<file path="src/ssp_regs.vh">
// Constants for the synchronous serial port block
// Contract
// - Client shifts on each serial clock pulse; flag set after last bit latched.
// - Client shift register runs on serial clock; eight bits set flag, wake.
// - Host mode sleep halts clocks and freezes transfer; resumes on wake.
// - Daisy-chain client outputs next group exactly the bits previously received.
// - Overwrite enable lets a new byte replace an unread buffer byte.
// - Mode select 0100 is client with select pin control.
// - Select low enables transmit, receive and drives data output.
// - Select high releases data output at once, even mid byte.
// - Port reset clears bit counter: select high or enable cleared.
// - I2C start is SDA falling while SCL high, then address.
// - Bytes go MSB first; address followed by read/write direction bit.
// - Addressed client acknowledges by pulling SDA low.
// - SDA changes only while SCL low except start and stop.
// - Stop is SDA rising with SCL high; receiving host skips final ack.
// - Host may repeat start instead of stop or final ack.
// - Receiver acknowledges each byte in writes, and all but the last byte in reads.
// - Address register is own address under mask, or host reload value.
// - Receive double buffered; transmit write loads buffer and shift register.
// - Status low six bits read only, upper two writable; controls writable.
// - Edge setting set: data changes active-to-idle; clear: idle-to-active.
`ifndef SSP_REGS_VH
`define SSP_REGS_VH
`define SSP_MODE_SPI_HOST_DIV4  4'h0
`define SSP_MODE_SPI_CLIENT_SS  4'h4
`define SSP_MODE_SPI_CLIENT     4'h5
`define SSP_MODE_I2C_CLIENT7    4'h6
`define SSP_BITS_PER_BYTE       4'h8
`define SSP_STAT_RO_MASK        8'h3f
`define SSP_STAT_RW_MASK        8'hc0
`define SSP_RESET_BYTE          8'h00
`define SSP_FIFO_DEPTH          8
`endif

</file>
<file path="src/ssp_fifo.v">
// Small synchronous FIFO for received bytes
`timescale 1ns/100ps
module ssp_fifo #(
   parameter WIDTH = 8,
   parameter DEPTH = 8,
   parameter AW    = 3
) (
   // Clock and reset
   input  wire             mclk,
   input  wire             rst_n,
   input  wire             clr,
   // Fill side
   input  wire             in_valid,
   output wire             in_ready,
   input  wire [WIDTH-1:0] in_data,
   // Drain side
   output wire             out_valid,
   input  wire             out_ready,
   output reg  [WIDTH-1:0] out_data
);
   reg [WIDTH-1:0] mem [0:DEPTH-1];
   reg [AW:0]      wr_q;
   reg [AW:0]      rd_q;
   wire            full;
   wire            empty;
   wire            push;
   wire            pop;

   assign full      = (wr_q[AW] != rd_q[AW]) && (wr_q[AW-1:0] == rd_q[AW-1:0]);
   assign empty     = (wr_q == rd_q);
   assign in_ready  = !full;
   assign out_valid = !empty;
   assign push      = in_valid && !full;
   assign pop       = out_ready && !empty;

   always @(posedge mclk) begin
      if (push) begin
         mem[wr_q[AW-1:0]] <= in_data;
      end
   end

   always @* begin
      out_data = mem[rd_q[AW-1:0]];
   end

   always @(posedge mclk or negedge rst_n) begin
      if (!rst_n) begin
         wr_q <= {(AW+1){1'b0}};
         rd_q <= {(AW+1){1'b0}};
      end else if (clr) begin
         wr_q <= {(AW+1){1'b0}};
         rd_q <= {(AW+1){1'b0}};
      end else begin
         if (push) begin
            wr_q <= wr_q + {{AW{1'b0}}, 1'b1};
         end
         if (pop) begin
            rd_q <= rd_q + {{AW{1'b0}}, 1'b1};
         end
      end
   end
endmodule

</file>
<file path="src/ssp_core.v">
// Serial port core: SPI client/host and I2C client
`timescale 1ns/100ps
`include "ssp_regs.vh"
module ssp_core #(
   parameter FIFO_DEPTH = `SSP_FIFO_DEPTH,
   parameter FIFO_AW    = 3
) (
   // Clock and reset
   input  wire       mclk,
   input  wire       rst_n,
   // Configuration
   input  wire       port_enable,
   input  wire [3:0] port_mode_select,
   input  wire       clk_polarity_sel,
   input  wire       clk_edge_sel,
   input  wire       input_sample_pos,
   input  wire       buffer_overwrite_en,
   input  wire       sleep_req,
   input  wire [7:0] address_or_reload,
   input  wire [7:0] client_address_mask,
   input  wire [1:0] status_wr_data,
   input  wire       status_wr,
   // Data buffer access
   input  wire       tx_write,
   input  wire [7:0] tx_data,
   input  wire       rx_read,
   output reg  [7:0] data_buffer,
   output wire       rx_valid,
   output wire [7:0] rx_fifo_data,
   output reg        buffer_full,
   output reg        write_collision,
   output reg        receive_overflow,
   output reg        port_irq_flag,
   input  wire       irq_clear,
   output wire [7:0] port_status_reg,
   // SPI pins
   input  wire       sck_in,
   output reg        sck_out,
   output wire       sck_oe,
   input  wire       sdi_in,
   output wire       sdo_out,
   output wire       sdo_oe,
   input  wire       ss_n_in,
   // I2C pins
   input  wire       scl_in,
   output wire       scl_out,
   output wire       scl_oe,
   input  wire       sda_in,
   output wire       sda_out,
   output reg        sda_oe,
   output reg        addr_match
);
   // I2C client states
   localparam [4:0] I_IDLE = 5'h01;
   localparam [4:0] I_ADDR = 5'h02;
   localparam [4:0] I_ACK  = 5'h04;
   localparam [4:0] I_DATA = 5'h08;
   localparam [4:0] I_SEND = 5'h10;

   reg  [7:0] shift_register;
   reg  [3:0] bit_cnt_q;
   reg        sck_q;
   reg        scl_q;
   reg        sda_q;
   reg        sdo_q;
   reg        host_busy_q;
   reg  [1:0] div_q;
   reg  [1:0] stat_hi_q;
   reg  [4:0] i2c_st_q;
   reg        i2c_read_q;
   reg        ack_drive_q;
   reg  [7:0] rx_byte;
   reg        rx_done;
   wire       is_host;
   wire       is_client;
   wire       is_i2c;
   wire       ss_ctl;
   wire       port_rst;
   wire       sck_act;
   wire       sck_idle_edge;
   wire       sck_act_edge;
   wire       sample_edge;
   wire       shift_edge;
   wire       selected;
   wire       scl_rise;
   wire       scl_fall;
   wire       i2c_start;
   wire       i2c_stop;
   wire       fifo_in_ready;
   wire       busy;
   wire       tx_load;

   function addr_hit;
      input [7:0] rx;
      input [7:0] own;
      input [7:0] msk;
      begin
         addr_hit = ((rx[7:1] ^ own[7:1]) & msk[7:1]) == 7'h00;
      end
   endfunction

   assign is_host   = port_mode_select[3:2] == 2'b00;
   assign ss_ctl    = port_mode_select == `SSP_MODE_SPI_CLIENT_SS;
   assign is_client = ss_ctl || port_mode_select == `SSP_MODE_SPI_CLIENT;
   assign is_i2c    = port_mode_select == `SSP_MODE_I2C_CLIENT7;
   assign port_rst  = !port_enable || (ss_ctl && ss_n_in);
   assign selected  = !ss_ctl || !ss_n_in;

   // Active clock level relative to idle polarity
   assign sck_act       = sck_in ^ clk_polarity_sel;
   assign sck_act_edge  = sck_act && !sck_q;
   assign sck_idle_edge = !sck_act && sck_q;
   // Edge setting picks which transition launches data
   assign shift_edge  = clk_edge_sel ? sck_idle_edge : sck_act_edge;
   assign sample_edge = clk_edge_sel ? sck_act_edge : sck_idle_edge;

   assign sdo_out = sdo_q;
   assign sdo_oe  = port_enable && !is_i2c && selected;
   assign sck_oe  = port_enable && is_host;
   assign busy    = bit_cnt_q != 4'h0 || host_busy_q;
   assign tx_load = tx_write && port_enable && (port_rst || !busy);

   assign scl_rise  = scl_in && !scl_q;
   assign scl_fall  = !scl_in && scl_q;
   assign i2c_start = scl_in && scl_q && sda_q && !sda_in;
   assign i2c_stop  = scl_in && scl_q && !sda_q && sda_in;
   assign scl_out   = 1'b0;
   assign scl_oe    = 1'b0;
   assign sda_out   = 1'b0;

   assign port_status_reg = {stat_hi_q, 5'h00, buffer_full} & 8'hff;

   // Pin history and host clock
   always @(posedge mclk or negedge rst_n) begin
      if (!rst_n) begin
         sck_q   <= 1'b0;
         scl_q   <= 1'b1;
         sda_q   <= 1'b1;
         sck_out <= 1'b0;
         div_q   <= 2'h0;
      end else begin
         if (!(is_host && sleep_req)) begin
            sck_q <= sck_act;
         end
         scl_q <= scl_in;
         sda_q <= sda_in;
         if (!port_enable || !is_host) begin
            sck_out <= clk_polarity_sel;
            div_q   <= 2'h0;
         end else if (host_busy_q && !sleep_req) begin
            div_q <= div_q + 2'h1;
            if (div_q == 2'h3) begin
               sck_out <= !sck_out;
            end
         end else if (!host_busy_q) begin
            sck_out <= clk_polarity_sel;
         end
      end
   end

   // Software status bits: only the upper two are writable
   always @(posedge mclk or negedge rst_n) begin
      if (!rst_n) begin
         stat_hi_q <= 2'h0;
      end else if (status_wr) begin
         stat_hi_q <= status_wr_data;
      end
   end

   // SPI shifter, bit counter and I2C client sequencing
   always @(posedge mclk or negedge rst_n) begin
      if (!rst_n) begin
         shift_register  <= `SSP_RESET_BYTE;
         bit_cnt_q       <= 4'h0;
         sdo_q           <= 1'b0;
         host_busy_q     <= 1'b0;
         write_collision <= 1'b0;
         rx_done         <= 1'b0;
         rx_byte         <= `SSP_RESET_BYTE;
         i2c_st_q        <= I_IDLE;
         i2c_read_q      <= 1'b0;
         ack_drive_q     <= 1'b0;
         sda_oe          <= 1'b0;
         addr_match      <= 1'b0;
      end else begin
         rx_done <= 1'b0;
         if (tx_write && !tx_load && port_enable) begin
            write_collision <= 1'b1;
         end
         if (port_rst) begin
            bit_cnt_q   <= 4'h0;
            host_busy_q <= 1'b0;
            i2c_st_q    <= I_IDLE;
            sda_oe      <= 1'b0;
            addr_match  <= 1'b0;
            // Client preloads its reply while deselected
            if (tx_load) begin
               shift_register <= tx_data;
               sdo_q          <= tx_data[7];
            end
         end else if (tx_load) begin
            shift_register <= tx_data;
            sdo_q          <= tx_data[7];
            host_busy_q    <= is_host;
         end else if (is_i2c) begin
            case (i2c_st_q)
               I_IDLE: begin
                  sda_oe <= 1'b0;
               end
               I_ADDR, I_DATA: begin
                  if (scl_rise) begin
                     shift_register <= {shift_register[6:0], sda_in};
                     bit_cnt_q      <= bit_cnt_q + 4'h1;
                  end else if (scl_fall && bit_cnt_q == `SSP_BITS_PER_BYTE) begin
                     bit_cnt_q <= 4'h0;
                     if (i2c_st_q == I_DATA) begin
                        rx_byte <= shift_register;
                        rx_done <= 1'b1;
                        sda_oe  <= 1'b1;
                        i2c_st_q <= I_ACK;
                     end else if (addr_hit(shift_register, address_or_reload,
                                           client_address_mask)) begin
                        addr_match <= 1'b1;
                        i2c_read_q <= shift_register[0];
                        sda_oe     <= 1'b1;
                        i2c_st_q   <= I_ACK;
                     end else begin
                        i2c_st_q <= I_IDLE;
                     end
                  end
               end
               I_ACK: begin
                  if (scl_fall) begin
                     sda_oe   <= i2c_read_q && !shift_register[7];
                     i2c_st_q <= i2c_read_q ? I_SEND : I_DATA;
                  end
               end
               I_SEND: begin
                  if (scl_rise) begin
                     bit_cnt_q <= bit_cnt_q + 4'h1;
                  end else if (scl_fall) begin
                     if (bit_cnt_q == `SSP_BITS_PER_BYTE) begin
                        sda_oe   <= 1'b0;
                        bit_cnt_q <= 4'h0;
                        i2c_st_q <= I_ACK;
                     end else begin
                        shift_register <= {shift_register[6:0], 1'b1};
                        sda_oe         <= !shift_register[6];
                     end
                  end
               end
               default: begin
                  i2c_st_q <= I_IDLE;
               end
            endcase
            // Host ack low keeps a read going; high ends it
            if (i2c_st_q == I_ACK && i2c_read_q && scl_rise && sda_in) begin
               i2c_st_q <= I_IDLE;
            end
            if (i2c_start) begin
               i2c_st_q   <= I_ADDR;
               bit_cnt_q  <= 4'h0;
               sda_oe     <= 1'b0;
               addr_match <= 1'b0;
            end else if (i2c_stop) begin
               i2c_st_q   <= I_IDLE;
               sda_oe     <= 1'b0;
               addr_match <= 1'b0;
            end
         end else if ((is_client && selected) || (is_host && host_busy_q && !sleep_req)) begin
            if (sample_edge) begin
               shift_register <= {shift_register[6:0], sdi_in};
               if (bit_cnt_q == `SSP_BITS_PER_BYTE - 4'h1) begin
                  bit_cnt_q   <= 4'h0;
                  rx_byte     <= {shift_register[6:0], sdi_in};
                  rx_done     <= 1'b1;
                  host_busy_q <= 1'b0;
               end else begin
                  bit_cnt_q <= bit_cnt_q + 4'h1;
               end
            end
            // With edge setting set, last edge of a byte already shows the received MSB
            if (shift_edge) begin
               sdo_q <= shift_register[7];
            end
         end
      end
   end

   // Receive buffer, flags; hardware set wins over clear
   always @(posedge mclk or negedge rst_n) begin
      if (!rst_n) begin
         data_buffer      <= `SSP_RESET_BYTE;
         buffer_full      <= 1'b0;
         receive_overflow <= 1'b0;
         port_irq_flag    <= 1'b0;
      end else begin
         if (rx_read) begin
            buffer_full <= 1'b0;
         end
         if (irq_clear) begin
            port_irq_flag <= 1'b0;
         end
         if (tx_load) begin
            data_buffer <= tx_data;
         end
         if (rx_done) begin
            port_irq_flag <= 1'b1;
            if (!buffer_full || buffer_overwrite_en || rx_read) begin
               data_buffer <= rx_byte;
               buffer_full <= 1'b1;
            end else begin
               receive_overflow <= 1'b1;
            end
         end
      end
   end

   // Received byte stream for downstream consumers
   ssp_fifo #(
      .WIDTH (8),
      .DEPTH (FIFO_DEPTH),
      .AW    (FIFO_AW)
   ) u_fifo (
      .mclk      (mclk),
      .rst_n     (rst_n),
      .clr       (!port_enable),
      .in_valid  (rx_done),
      .in_ready  (fifo_in_ready),
      .in_data   (rx_byte),
      .out_valid (rx_valid),
      .out_ready (rx_read),
      .out_data  (rx_fifo_data)
   );
endmodule

</file>
<file path="config.mk">
export PLATFORM = sky130hd
export DESIGN_NAME = ssp_core
export DESIGN_NICKNAME = d
export VERILOG_FILES = /design/src/ssp_fifo.v /design/src/ssp_core.v
export VERILOG_INCLUDE_DIRS = /design/src
export SDC_FILE = /design/constraint.sdc
export NUM_CORES = 1
export LEC_CHECK = 0
export ABC_AREA = 1
export BUFFER_PORTS_ARGS = -buffer_cell sky130_fd_sc_hd__buf_2
export CORE_ASPECT_RATIO = 1.25
export CORE_UTILIZATION = 50
export CTS_CLUSTER_DIAMETER = 80
export CTS_CLUSTER_SIZE = 8
export DETAILED_ROUTE_END_ITERATION = 6
export GPL_ROUTABILITY_DRIVEN = 0
export PLACE_DENSITY = 0.71
export SYNTH_ARGS = -nofsm -noshare
export SYNTH_HDL_FRONTEND = slang
export SYNTH_SLANG_ARGS = --single-unit
</file>
<file path="constraint.sdc">
create_clock -name mclk -period 2.4 [get_ports mclk]
set_input_delay 0.24 -clock mclk [delete_from_list [all_inputs] [get_ports mclk]]
set_output_delay 0.24 -clock mclk [all_outputs]
set_load 0.01 [all_outputs]
</file>
==> load_flow_metrics.sql <==
INSERT INTO impl_metrics (metric_group, metric, value, unit) VALUES
('outcome', 'status', 'finished, final reports clean', ''),
('routing', 'detail_route.drc_violations', '0', ''),
('floorplanning', 'core_area', '12200', 'um2'),
('yosys', 'synth_top_family_by_area', 'simple AND/OR/NAND/NOR gates', ''),
('power_and_ir_drop', 'seqPwrFrac', '40.9', '%'),
('yosys', 'syn-instance-count', '724', ''),
('power_and_ir_drop', 'power_report.internal_total', '4.14', 'mW'),
('placement', 'io_buffers', '73', ''),
('final_layout', 'layout_area_growth_over_synthesis', '18.0', '%'),
('routing', 'dr.pass1.iters', '5', ''),
('cts', 'cts_made_buffers', '17', ''),
('cts', 'clock_sink_count', '123', ''),
('yosys', 'synth_simple_gate_area_share', '25.5', '%'),
('placement', 'dp_hpwl', '10.5', 'mm'),
('sta', 'slew_viol_final', '0', ''),
('yosys', 'post_synth_fa_ha_maj_area_fraction', '1.60', '%'),
('worst_setup_path', 'critical_path_buf_inv_count', '3', ''),
('sta', 'period_needed', '2210', 'ps'),
('final_layout', 'final_net_count', '869', ''),
('hold_path', 'hold_depth', '2', ''),
('sta', 'grt_setup_unrepaired', 'no', ''),
('worst_setup_path', 'cells_on_worst_reg2reg_path', '10', ''),
('job', 'max_cap_violations', '0', ''),
('floorplanning', 'ios', '85', ''),
('cts', 'postCtsSetupBuffers', '0', ''),
('cts', 'h_tree_lvls', '4', ''),
('final_layout', 'most_frequent_cells_in_the_layout', '164 x sky130_fd_sc_hd__nand2_1, 119 x sky130_fd_sc_hd__nor2_1, 73 x sky130_fd_sc_hd__buf_2', ''),
('floorplanning', 'fp.dieArea', '12900', 'um2'),
('yosys', 'synthDistinctLibCells', '42', ''),
('hold_path', 'hold_class', 'primary input to register', ''),
('routing', 'antenna_left', '0', ''),
('floorplanning', 'initial_utilization', '51.3', '%'),
('worst_setup_path', 'cp-start-kind', 'register', ''),
('power_and_ir_drop', 'power.switching', '1.93', 'mW'),
('yosys', 'synth-xor-area-share', '0.562', '%'),
('sta', 'fmax', '452', 'MHz'),
('worst_setup_path', 'crit_chain', 'inv_1 > nand2_1 > nand4_1 > nor2_1 > nand2_1 > nand2_1 > buf_4 > nor2_1 > inv_1 > nor2_1', ''),
('yosys', 'netlist_area', '6240', 'um2'),
('floorplanning', 'die_width', '102', 'um'),
('power_and_ir_drop', 'power.static_leakage', '3.22', 'nW'),
('grt', 'grt_overflow', '0', ''),
('yosys', 'synth-compound-area-share', '10.6', '%'),
('sta', 'worst_slew_margin_rel', '33.0', '%'),
('final_layout', 'most_common_cell_after_layout_fill_and_taps_aside', 'sky130_fd_sc_hd__nand2_1', ''),
('yosys', 'synth-main-ff-cell', 'sky130_fd_sc_hd__edfxtp_1', ''),
('sta', 'finalSetupViolCount', '0', ''),
('cts', 'insertion_delay', '420', 'ps'),
('worst_setup_path', 'timing.critical_path.slowest_stage_cell', 'sky130_fd_sc_hd__nor2_1', ''),
('yosys', 'yosys_warnings', '0', ''),
('yosys', 'seq_area_frac_synth', '54.5', '%'),
('sta', 'max_slew.worst_pin.slew', '998', 'ps'),
('cts', 'clock_tree.buffer_depth', '2', ''),
('worst_setup_path', 'crit_family', 'simple AND/OR/NAND/NOR gates', ''),
('routing', 'avgViaCountPerCell', '5.21', ''),
('worst_setup_path', 'timing.setup.critical_path_class', 'register to register', ''),
('sta', 'finalCritPeriodShare', '92.1', '%'),
('grt', 'grt_start_max_net_pins', '35', ''),
('yosys', 'synth_seq_cells', '123', ''),
('yosys', 'syn-mean-instance-area', '8.62', 'um2'),
('floorplanning', 'floorplan.die.height', '127', 'um'),
('grt', 'global_route_wire_length_before_repair', '23.8', 'mm'),
('cts', 'clk_pin_slew_worst_paths', '60', 'ps'),
('final_layout', 'diodes', '0', ''),
('sta', 'finalHoldWorstSlack', '11.3', 'ps'),
('worst_setup_path', 'timing.critical_path.required', '2440', 'ps'),
('yosys', 'postSynth.asyncResetShare', '48.0', '%'),
('routing', 'first_iter_violations', '307', ''),
('power_and_ir_drop', 'clock_power_share', '38.2', '%'),
('yosys', 'synth_edf_count', '64', ''),
('worst_setup_path', 'crit_arrival', '2250', 'ps'),
('cts', 'tritoncts', 'done', '');
==> state kept, by name, indices dropped and copies added (netlist names), 2 cells and up <==
name / count
data_buffer: 8
u_fifo.wr_q: 4
u_fifo.rd_q: 4
shift_register: 8
u_fifo.mem: 64
bit_cnt_q: 4
stat_hi_q: 2
i2c_st_q: 5
rx_byte: 8
div_q: 2
==> cells by family (layout without fill, tap and decap cells) <==
group	count (synthesis)	in the layout
XOR/XNOR	4	4
buffers and inverters	95	191
AND/OR/NAND/NOR	376	376
flip-flops	123	123
adder cells (fa/ha/maj)	8	8
multiplexers	2	2
AO/OA/AOI/OAI	115	115
other	1	8
==> power groups by stage <==
stage,sequential [mW],combinational [mW],clock [mW]
after CTS,2.48,1.27,2.34
after floorplan,2.49,0.840,0
after global placement,2.51,1.22,0
after global routing,2.50,1.44,2.44
final,2.48,1.27,2.32
after detailed placement,2.52,1.26,0
==> Yosys cell counts (all sizes together) (6+ instances only) <==
master	instances	area [um2]
nand2	174	693
nor2	122	465
o21ai	75	413
inv	67	254
edfxtp	64	1920
nand3	57	285
dfrtp	56	1400
a31oi	18	113
buf	18	128
nor3	12	76.3
a21oi	9	45.0
clkbuf	9	33.8
ha	8	100
o22ai	8	50.1
nand4	6	37.5
==> timing repair <==
| item | in CTS | in global routing |
|---|---|---|
| resized for setup | 0 | 0 |
| hold buffers | 3 | 0 |
| hold endpoints to repair | 24 | 0 |
==> area by class of cell <==
type / count / area, um2
fillers: 1073 / 4800
flip-flops and latches: 123 / 3400
repair buffers: 91 / 508
multi-input cells: 513 / 2440
clock buffers: 18 / 429
inverters: 68 / 258
clock inverters: 14 / 115
well taps: 164 / 205
==> stage by stage <==
step                      worst slack [ps]  std cells  utilization (%)  area [um2]  power (mW)
final                                  189        991             60.5        7360        6.06
after global routing                  13.1        991             60.5        7360        6.37
after CTS                              187        991             60.5        7360        6.09
after detailed placement               229        956             55.8        6790        3.78
after global placement                 267        956             55.8        6790        3.74
after floorplan                        222        731                -        6260        3.33
==> worst paths after layout <==
check                          startpoint                to  slack [ps]
max in group asynchronous           rst_n    u_fifo.wr_q[1]        1320
max                        u_fifo.wr_q[0]  u_fifo.mem[1][7]         190
min in group asynchronous           rst_n      stat_hi_q[1]         350
min                             irq_clear     port_irq_flag          10
max reg2reg                u_fifo.wr_q[0]  u_fifo.mem[1][7]         190
min reg2reg                  stat_hi_q[0]      stat_hi_q[0]         500
==> per-layer routing <==
layer  track usage (%)  vias to the layer above  share of wire (%)
met5                 0                        -                  0
met4              9.92                        0                2.4
met3              4.68                       32                2.9
met2              43.2                      105                 53
met1              27.7                     2441                 41
li1                  -                     2581                  -
Note: power is estimated with default switching activity, not from simulation.
